## src/core/host_pins_pkg.sv

```systemverilog
// Purpose: shared constants of the host port pin configuration block
// Assumes: 32-bit register port, four shared pins
// Notes: pin polarity bit at 0 means active low
package host_pins_pkg;
    // ==================================================
    // widths
    localparam int unsigned ADDR_W = 8;
    localparam int unsigned DATA_W = 32;
    localparam int unsigned NPIN = 4;

    // ==================================================
    // pin positions
    localparam int unsigned PIN_STROBE = 0;
    localparam int unsigned PIN_RDSTB = 1;
    localparam int unsigned PIN_REQ = 2;
    localparam int unsigned PIN_ACK = 3;

    // ==================================================
    // register offsets
    localparam logic [7:0] OFS_CTRL = 8'h00;
    localparam logic [7:0] OFS_POL = 8'h04;
    localparam logic [7:0] OFS_OD = 8'h08;
    localparam logic [7:0] OFS_DIR = 8'h0C;
    localparam logic [7:0] OFS_DATA = 8'h10;
    localparam logic [7:0] OFS_STAT = 8'h14;

    // ==================================================
    // control fields
    localparam int unsigned CTRL_W = 3;
    localparam int unsigned CTRL_HOST = 0;
    localparam int unsigned CTRL_DSTB = 1;
    localparam int unsigned CTRL_DREQ = 2;

    // ==================================================
    // polarity fields
    localparam int unsigned POL_W = 7;
    localparam int unsigned POL_DS = 0;
    localparam int unsigned POL_WR = 1;
    localparam int unsigned POL_RD = 2;
    localparam int unsigned POL_REQ = 3;
    localparam int unsigned POL_TX = 4;
    localparam int unsigned POL_RX = 5;
    localparam int unsigned POL_ACK = 6;

    // ==================================================
    // open-drain fields
    localparam int unsigned OD_W = 3;
    localparam int unsigned OD_REQ = 0;
    localparam int unsigned OD_TX = 1;
    localparam int unsigned OD_RX = 2;

    // ==================================================
    // status fields
    localparam int unsigned STAT_OE = 0;
    localparam int unsigned STAT_KEEP = 4;

    // ==================================================
    // reset values
    localparam logic [2:0] CTRL_RST = 3'h0;
    localparam logic [6:0] POL_RST = 7'h00;
    localparam logic [2:0] OD_RST = 3'h0;
    localparam logic [3:0] DIR_RST = 4'h0;
    localparam logic [3:0] DATA_RST = 4'h0;
endpackage

```

## src/core/host_pin_cell.sv

```systemverilog
// Purpose: one shared pin: polarity, open drain, stop hold and keeper
// Assumes: pad input synchronous to the clock
// Notes: output level and enable come from flip-flops
module host_pin_cell (
    // clock and reset
    input wire logic i_clk,
    input wire logic i_rst,
    input wire logic i_stop,
    // pad side
    input wire logic i_pad_in,
    output logic o_pad_out,
    output logic o_pad_oe,
    output logic o_keep,
    // core side
    input wire logic i_drive_en,
    input wire logic i_drive_val,
    input wire logic i_pol,
    input wire logic i_od,
    output logic o_value_in
);
    typedef struct packed {
        logic out;
        logic oe;
        logic drv;
        logic keep;
    } cell_state_t;

    cell_state_t state_reg;
    cell_state_t state_next;
    logic level;

    // ==================================================
    // next state
    always_comb begin
        state_next = state_reg;
        level = i_pol ? i_drive_val : ~i_drive_val;
        if (!i_stop) begin
            state_next.out = level;
            state_next.oe = i_drive_en & (~i_od | ~level);
            state_next.drv = i_drive_en;
            state_next.keep = 1'b0;
        end else begin
            state_next.keep = state_reg.drv;
        end
    end

    always_ff @(posedge i_clk) begin
        if (i_rst) begin
            state_reg <= '0;
        end else begin
            state_reg <= state_next;
        end
    end

    assign o_pad_out = state_reg.out;
    assign o_pad_oe = state_reg.oe;
    assign o_keep = state_reg.keep;
    // inputs read as inactive in stop or when driven
    assign o_value_in = (i_stop | i_drive_en) ? 1'b0 : (i_pad_in ~^ i_pol);
endmodule

```

## src/core/host_pin_regs.sv

```systemverilog
// Purpose: register port for pin mode, polarity, drive and direction
// Assumes: one-cycle strobes, read data one cycle after the read strobe
// Notes: unmapped reads return zero, unmapped writes are dropped
module host_pin_regs (
    // clock and reset
    input wire logic i_clk,
    input wire logic i_rst,
    // bus
    input wire logic [host_pins_pkg::ADDR_W-1:0] i_addr,
    input wire logic [host_pins_pkg::DATA_W-1:0] i_wdata,
    input wire logic i_wr,
    input wire logic i_rd,
    output logic [host_pins_pkg::DATA_W-1:0] o_rdata,
    // status
    input wire logic [3:0] i_level,
    input wire logic [3:0] i_oe,
    input wire logic [3:0] i_keep,
    // settings
    output logic [2:0] o_ctrl,
    output logic [6:0] o_pol,
    output logic [2:0] o_od,
    output logic [3:0] o_dir,
    output logic [3:0] o_data
);
    typedef struct packed {
        logic [2:0] ctrl;
        logic [6:0] pol;
        logic [2:0] od;
        logic [3:0] dir;
        logic [3:0] data;
        logic [31:0] rdata;
    } regs_state_t;

    regs_state_t state_reg;
    regs_state_t state_next;

    always_comb begin
        state_next = state_reg;
        state_next.rdata = '0;
        if (i_wr) begin
            unique case (i_addr)
                host_pins_pkg::OFS_CTRL: state_next.ctrl = i_wdata[2:0];
                host_pins_pkg::OFS_POL: state_next.pol = i_wdata[6:0];
                host_pins_pkg::OFS_OD: state_next.od = i_wdata[2:0];
                host_pins_pkg::OFS_DIR: state_next.dir = i_wdata[3:0];
                host_pins_pkg::OFS_DATA: state_next.data = i_wdata[3:0];
                default: state_next.ctrl = state_reg.ctrl;
            endcase
        end
        if (i_rd) begin
            unique case (i_addr)
                host_pins_pkg::OFS_CTRL: state_next.rdata = {29'h0, state_reg.ctrl};
                host_pins_pkg::OFS_POL: state_next.rdata = {25'h0, state_reg.pol};
                host_pins_pkg::OFS_OD: state_next.rdata = {29'h0, state_reg.od};
                host_pins_pkg::OFS_DIR: state_next.rdata = {28'h0, state_reg.dir};
                host_pins_pkg::OFS_DATA: state_next.rdata = {28'h0, i_level};
                host_pins_pkg::OFS_STAT: state_next.rdata = {24'h0, i_keep, i_oe};
                default: state_next.rdata = '0;
            endcase
        end
    end

    always_ff @(posedge i_clk) begin
        if (i_rst) begin
            state_reg <= '{host_pins_pkg::CTRL_RST, host_pins_pkg::POL_RST,
                host_pins_pkg::OD_RST, host_pins_pkg::DIR_RST,
                host_pins_pkg::DATA_RST, 32'h0};
        end else begin
            state_reg <= state_next;
        end
    end

    assign o_ctrl = state_reg.ctrl;
    assign o_pol = state_reg.pol;
    assign o_od = state_reg.od;
    assign o_dir = state_reg.dir;
    assign o_data = state_reg.data;
    assign o_rdata = state_reg.rdata;
endmodule

```

## src/core/host_port_strobe_request_pins.sv

```systemverilog
// Purpose: role, polarity and drive of the host port strobe and request pins
// Assumes: pins synchronous to I_CLK_SYS, stop level from the chip
// Notes: pin 0 strobe, pin 1 read strobe, pin 2 request, pin 3 acknowledge
// Behaviour
// - single strobe host mode: pin 0 is the data strobe input
// - double strobe host mode: pin 0 is the write strobe input
// - data strobe polarity programmable, active low after reset
// - write strobe polarity programmable, active low after reset
// - single request host mode: pin 2 drives the combined request
// - double request host mode: pin 2 drives the transmit request
// - double request mode: pin 3 drives the receive request
// - single request mode: pin 3 is acknowledge input driven by host
// - each request polarity programmable, active low after reset
// - acknowledge polarity programmable, active low after reset
// - each request output driven or open drain by setting
// - general-purpose mode turns all four pins into port pins
// - port pin direction set per pin by direction bits
// - double strobe mode: pin 1 is read strobe, polarity programmable
module host_port_strobe_request_pins (
    // clock and reset
    input wire logic I_CLK_SYS,
    input wire logic I_RST,
    input wire logic I_STOP,
    // register port
    input wire logic [host_pins_pkg::ADDR_W-1:0] I_ADDR,
    input wire logic [host_pins_pkg::DATA_W-1:0] I_WDATA,
    input wire logic I_WR,
    input wire logic I_RD,
    output logic [host_pins_pkg::DATA_W-1:0] O_RDATA,
    // pads
    input wire logic [3:0] I_PIN_IN,
    output logic [3:0] O_PIN_OUT,
    output logic [3:0] O_PIN_OE,
    output logic [3:0] O_PIN_KEEP,
    // requests from the host port core
    input wire logic I_HOST_REQ,
    input wire logic I_TX_REQ,
    input wire logic I_RX_REQ,
    // strobes to the host port core
    output logic O_DATA_STROBE,
    output logic O_WRITE_STROBE,
    output logic O_READ_STROBE,
    output logic O_READ_WRITE,
    output logic O_ACK
);
    typedef struct packed {
        logic host_data_strobe_in;
        logic host_write_strobe_in;
        logic host_read_strobe_in;
        logic host_read_write_in;
        logic host_ack_in;
    } pins_state_t;

    pins_state_t state_reg;
    pins_state_t state_next;

    logic [2:0] ctrl;
    logic [6:0] pol;
    logic [2:0] od;
    logic [3:0] dir;
    logic [3:0] gpio_data;
    logic [3:0] drive_en;
    logic [3:0] drive_val;
    logic [3:0] pin_pol;
    logic [3:0] pin_od;
    logic [3:0] value_in;
    logic host_on;
    logic dstb;
    logic dreq;
    logic host_request_out;
    logic tx_host_request_out;
    logic rx_host_request_out;

    // ==================================================
    // register port
    host_pin_regs u_regs (
        .i_clk(I_CLK_SYS),
        .i_rst(I_RST),
        .i_addr(I_ADDR),
        .i_wdata(I_WDATA),
        .i_wr(I_WR),
        .i_rd(I_RD),
        .o_rdata(O_RDATA),
        .i_level(I_PIN_IN),
        .i_oe(O_PIN_OE),
        .i_keep(O_PIN_KEEP),
        .o_ctrl(ctrl),
        .o_pol(pol),
        .o_od(od),
        .o_dir(dir),
        .o_data(gpio_data)
    );

    assign host_on = ctrl[host_pins_pkg::CTRL_HOST];
    assign dstb = ctrl[host_pins_pkg::CTRL_DSTB];
    assign dreq = ctrl[host_pins_pkg::CTRL_DREQ];
    assign host_request_out = I_HOST_REQ;
    assign tx_host_request_out = I_TX_REQ;
    assign rx_host_request_out = I_RX_REQ;

    // ==================================================
    // pin role selection
    always_comb begin
        drive_en = dir;
        drive_val = gpio_data;
        pin_pol = 4'hF;
        pin_od = 4'h0;
        if (host_on) begin
            // strobe pin: polarity follows the strobe style
            drive_en[host_pins_pkg::PIN_STROBE] = 1'b0;
            pin_pol[host_pins_pkg::PIN_STROBE] = dstb ? pol[host_pins_pkg::POL_WR]
                : pol[host_pins_pkg::POL_DS];
            // companion pin: read strobe or plain read/write level
            drive_en[host_pins_pkg::PIN_RDSTB] = 1'b0;
            pin_pol[host_pins_pkg::PIN_RDSTB] = dstb ? pol[host_pins_pkg::POL_RD] : 1'b1;
            // request pin always drives in host mode
            drive_en[host_pins_pkg::PIN_REQ] = 1'b1;
            if (dreq) begin
                drive_val[host_pins_pkg::PIN_REQ] = tx_host_request_out;
                pin_pol[host_pins_pkg::PIN_REQ] = pol[host_pins_pkg::POL_TX];
                pin_od[host_pins_pkg::PIN_REQ] = od[host_pins_pkg::OD_TX];
                drive_en[host_pins_pkg::PIN_ACK] = 1'b1;
                drive_val[host_pins_pkg::PIN_ACK] = rx_host_request_out;
                pin_pol[host_pins_pkg::PIN_ACK] = pol[host_pins_pkg::POL_RX];
                pin_od[host_pins_pkg::PIN_ACK] = od[host_pins_pkg::OD_RX];
            end else begin
                drive_val[host_pins_pkg::PIN_REQ] = host_request_out;
                pin_pol[host_pins_pkg::PIN_REQ] = pol[host_pins_pkg::POL_REQ];
                pin_od[host_pins_pkg::PIN_REQ] = od[host_pins_pkg::OD_REQ];
                drive_en[host_pins_pkg::PIN_ACK] = 1'b0;
                drive_val[host_pins_pkg::PIN_ACK] = 1'b0;
                pin_pol[host_pins_pkg::PIN_ACK] = pol[host_pins_pkg::POL_ACK];
            end
        end
    end

    // ==================================================
    // pad cells
    for (genvar i = 0; i < host_pins_pkg::NPIN; i++) begin : g_pin
        host_pin_cell u_cell (
            .i_clk(I_CLK_SYS),
            .i_rst(I_RST),
            .i_stop(I_STOP),
            .i_pad_in(I_PIN_IN[i]),
            .o_pad_out(O_PIN_OUT[i]),
            .o_pad_oe(O_PIN_OE[i]),
            .o_keep(O_PIN_KEEP[i]),
            .i_drive_en(drive_en[i]),
            .i_drive_val(drive_val[i]),
            .i_pol(pin_pol[i]),
            .i_od(pin_od[i]),
            .o_value_in(value_in[i])
        );
    end

    // ==================================================
    // internal strobes, all low in port pin mode
    always_comb begin
        state_next = '0;
        if (host_on) begin
            state_next.host_data_strobe_in = ~dstb & value_in[host_pins_pkg::PIN_STROBE];
            state_next.host_write_strobe_in = dstb & value_in[host_pins_pkg::PIN_STROBE];
            state_next.host_read_strobe_in = dstb & value_in[host_pins_pkg::PIN_RDSTB];
            state_next.host_read_write_in = ~dstb & value_in[host_pins_pkg::PIN_RDSTB];
            state_next.host_ack_in = ~dreq & value_in[host_pins_pkg::PIN_ACK];
        end
    end

    always_ff @(posedge I_CLK_SYS) begin
        if (I_RST) begin
            state_reg <= '0;
        end else begin
            state_reg <= state_next;
        end
    end

    assign O_DATA_STROBE = state_reg.host_data_strobe_in;
    assign O_WRITE_STROBE = state_reg.host_write_strobe_in;
    assign O_READ_STROBE = state_reg.host_read_strobe_in;
    assign O_READ_WRITE = state_reg.host_read_write_in;
    assign O_ACK = state_reg.host_ack_in;
endmodule

```

## config.mk

```make
export PLATFORM = sky130hd
export DESIGN_NAME = host_port_strobe_request_pins
export DESIGN_NICKNAME = d
export VERILOG_FILES = /design/src/core/host_pins_pkg.sv /design/src/core/host_pin_cell.sv /design/src/core/host_pin_regs.sv /design/src/core/host_port_strobe_request_pins.sv
export SDC_FILE = /design/constraint.sdc
export NUM_CORES = 1
export LEC_CHECK = 0
export BUFFER_PORTS_ARGS = -buffer_cell sky130_fd_sc_hd__buf_2
export CORE_MARGIN = 2
export CORE_UTILIZATION = 47
export CTS_CLUSTER_DIAMETER = 40
export DETAILED_ROUTE_END_ITERATION = 10
export PLACE_DENSITY = 0.91
export REMOVE_ABC_BUFFERS = 1
export SYNTH_ARGS = -nofsm -noshare
export SYNTH_HDL_FRONTEND = slang
export SYNTH_SLANG_ARGS = --single-unit
```

## constraint.sdc

```tcl
create_clock -name I_CLK_SYS -period 2.1 [get_ports I_CLK_SYS]
set_clock_uncertainty 0.1 [all_clocks]
set_input_delay 0.315 -clock I_CLK_SYS [delete_from_list [all_inputs] [get_ports I_CLK_SYS]]
set_output_delay 0.315 -clock I_CLK_SYS [all_outputs]
set_load 0.05 [all_outputs]
```

==> reports/qor.yml <==
cp-end-kind: "flip-flop"
grt_pass1_wl_um: 7840
first_pass_iters: 7
cts_hold_buf: 0
hp-class: "in2reg"
core_area_um2: 4790
grt_max_degree: 25
worstPathMaxFanout: 3
area_growth_syn_to_layout_pct: 10.8
worst-path-buf-inv: 1
syn-instance-count: 262
tritoncts: "done"
slew_violations: 0
largest_reg_flops: 8
cp_top_family: "simple AND/OR/NAND/NOR gates"
drc: 0
rows: 25
critPathSlowestCell: "or4_4"
cts_resized: 0
portBuffers: 51
root_buffer: "clkbuf_8"
slowest_delay_ns: 0.57
fmax_mhz: 640
diodes: 0
ys_ff_latch: 48
drv_cap: 0
ys_seq_area_share_pct: 40.8
cp.required_ns: 2.20
place_congestion: 0.858
netlist_area_um2: 2350
grt_pass1_vias: 1652
ios: 101
fp.dieW_um: 74.8
drt_wl_total_um: 5070
rsz0062_at_grt: "false"
start_util_pct: 49.2
start_kind: "primary input"
fin_crit_ns: 1.56
instances_no_fill: 369
setup_slack_ns: 0.537
powerDensity_nw_per_um2: 646
clockBufferDepth: 2
route.vias.total: 1891
cp_cell_sequence: "buf_2, or4_4, nor3b_2, mux2i_1, nor2_1"
vias_per_cell: 5.12
path_class: "in2reg"
finalHoldViolCount: 0
period_share_pct: 74.4
clkTransAtPathRegs_ns: 0.09
place_ws_ns: 0.227
yosysUniqueCellTypes: 41
htree_num_levels: 2
die_area_um2: 5590
syn_avg_cell_area_um2: 8.99
vdd_drop_max_mv: 0.369
clock_latency_ns: 0.30
synth-edff-count: 0
yosys_most_used_dff: "dfxtp_1"
avgRoutedWirePerCell_um: 13.7
dp.cells: 362
ant_nets: 0
worst_ep_arrival_time_ns: 1.66
die_h_um: 74.8
tns_ns: 0
power.leakage_nw: 1.15
antenna_found_initial: 0
yosysWarnings: 0
synthArstFlopShare_pct: 0
dp_hpwl_um: 3860
status: "finished, final reports clean"
post-cts-setup-buffer-count: 0
overflow: 0
setup_viol: 0
track_usage_pct: 19.0
clock-sinks: 48
drtIter0Drc: 141
drive_gt1_share_pct: 23.5
cts_made_buffers: 5
nNetsFinal: 354
-- metal layers --
metal,share of wire [%],up-vias,global-route usage (%),wire (um)
met5,0,-,0,0
met4,1.5,0,5.95,78
met3,7.4,8,4.82,374
met2,48,89,31.8,2440
met1,43,873,24.1,2180
li1,-,921,-,-
-- report_power, final --
group / switching [mW] / internal (mW) / total (mW) / leakage [nW]
Clock: 0.300 / 0.263 / 0.563 / 0.0473
Combinational: 0.166 / 0.0426 / 0.209 / 0.721
Sequential: 0.00171 / 0.912 / 0.913 / 0.387
-- worst reg2reg max path: cells and delay by family, from the launching register on --
family         cells  cell delay [ns]
multiplexers       1             0.38
AO/OA/AOI/OAI      2             0.48
flip-flops         1             0.51
-- kinds of logic after synthesis --
group                  share of synthesized area [%]
multiplexers                                    12.0
AND/OR/NAND/NOR                                 21.1
XOR/XNOR                                        2.98
flip-flops                                      40.8
AO/OA/AOI/OAI                                   8.98
buffers and inverters                           14.0
other                                          0.159
-- through the flow --
step / utilization [%] / power, mW / instance area, um2 / hold WS, ns
finish: 54.5 / 1.68 / 2610 / 0.152
global placement: 52.6 / 1.14 / 2520 / 0.351
global route: 54.5 / 1.75 / 2610 / 0.161
detailed placement: 52.6 / 1.14 / 2520 / 0.354
CTS: 54.5 / 1.69 / 2610 / 0.148
floorplan: - / 1.07 / 2130 / 0.284
-- worst paths after layout --
path | slack [ns] | cells after the start | start | end
setup reg to reg | 0.55 | 3 | u_regs.o_ctrl[2] | g_pin[2].u_cell.o_pad_oe
hold / removal | 0.15 | 3 | I_WDATA[5] | u_regs.o_pol[5]
setup / recovery | 0.54 | 5 | I_ADDR[3] | u_regs.o_ctrl[1]
hold reg to reg | 0.37 | 2 | g_pin[2].u_cell.o_pad_out | g_pin[2].u_cell.o_pad_out
-- cells in the mapped netlist (2+ instances only) --
master,instances,area (um2)
o2bb2ai_1,2,17.5
a31oi_1,3,18.8
or3_1,2,12.5
inv_1,4,15.0
nor4_1,5,31.3
o22ai_1,2,12.5
nand2_1,14,52.6
mux2i_1,27,270
xnor2_1,2,17.5
nand2b_1,2,12.5
o21ai_0,2,10.0
nor2b_1,5,31.3
a21oi_1,12,60.1
buf_4,36,270
nor3b_1,2,15.0
nor4b_1,3,26.3
xor2_1,6,52.6
dfxtp_1,48,961
nor2_1,38,143
and3_1,6,37.5
a22oi_1,5,37.5
nand3b_1,5,37.5
a22o_1,3,26.3
clkbuf_1,11,41.3
-- cells in the final DEF (no fill, tap or decap), types with 3 or more instances in the layout --
cell type / count
a21oi_1: 12
a22o_1: 3
a22oi_1: 5
a31oi_1: 3
and3_1: 6
buf_2: 51
buf_4: 7
clkbuf_8: 6
conb_1: 24
dfxtp_1: 48
inv_1: 4
mux2i_1: 27
nand2_1: 14
nand3b_1: 5
nor2_1: 38
nor2b_1: 5
nor4_1: 5
nor4b_1: 3
xor2_1: 6
-- final cells by class --
class,count,area (um2)
Fill cell,450,2180
Multi-Input combinational cell,185,1150
Sequential cell,48,961
Timing Repair Buffer,58,308
Tap cell,67,83.8
Clock buffer,6,82.6
Inverter,4,15.0
Clock inverter,1,8.76
No activity file was read; power rests on OpenSTA's default activity.
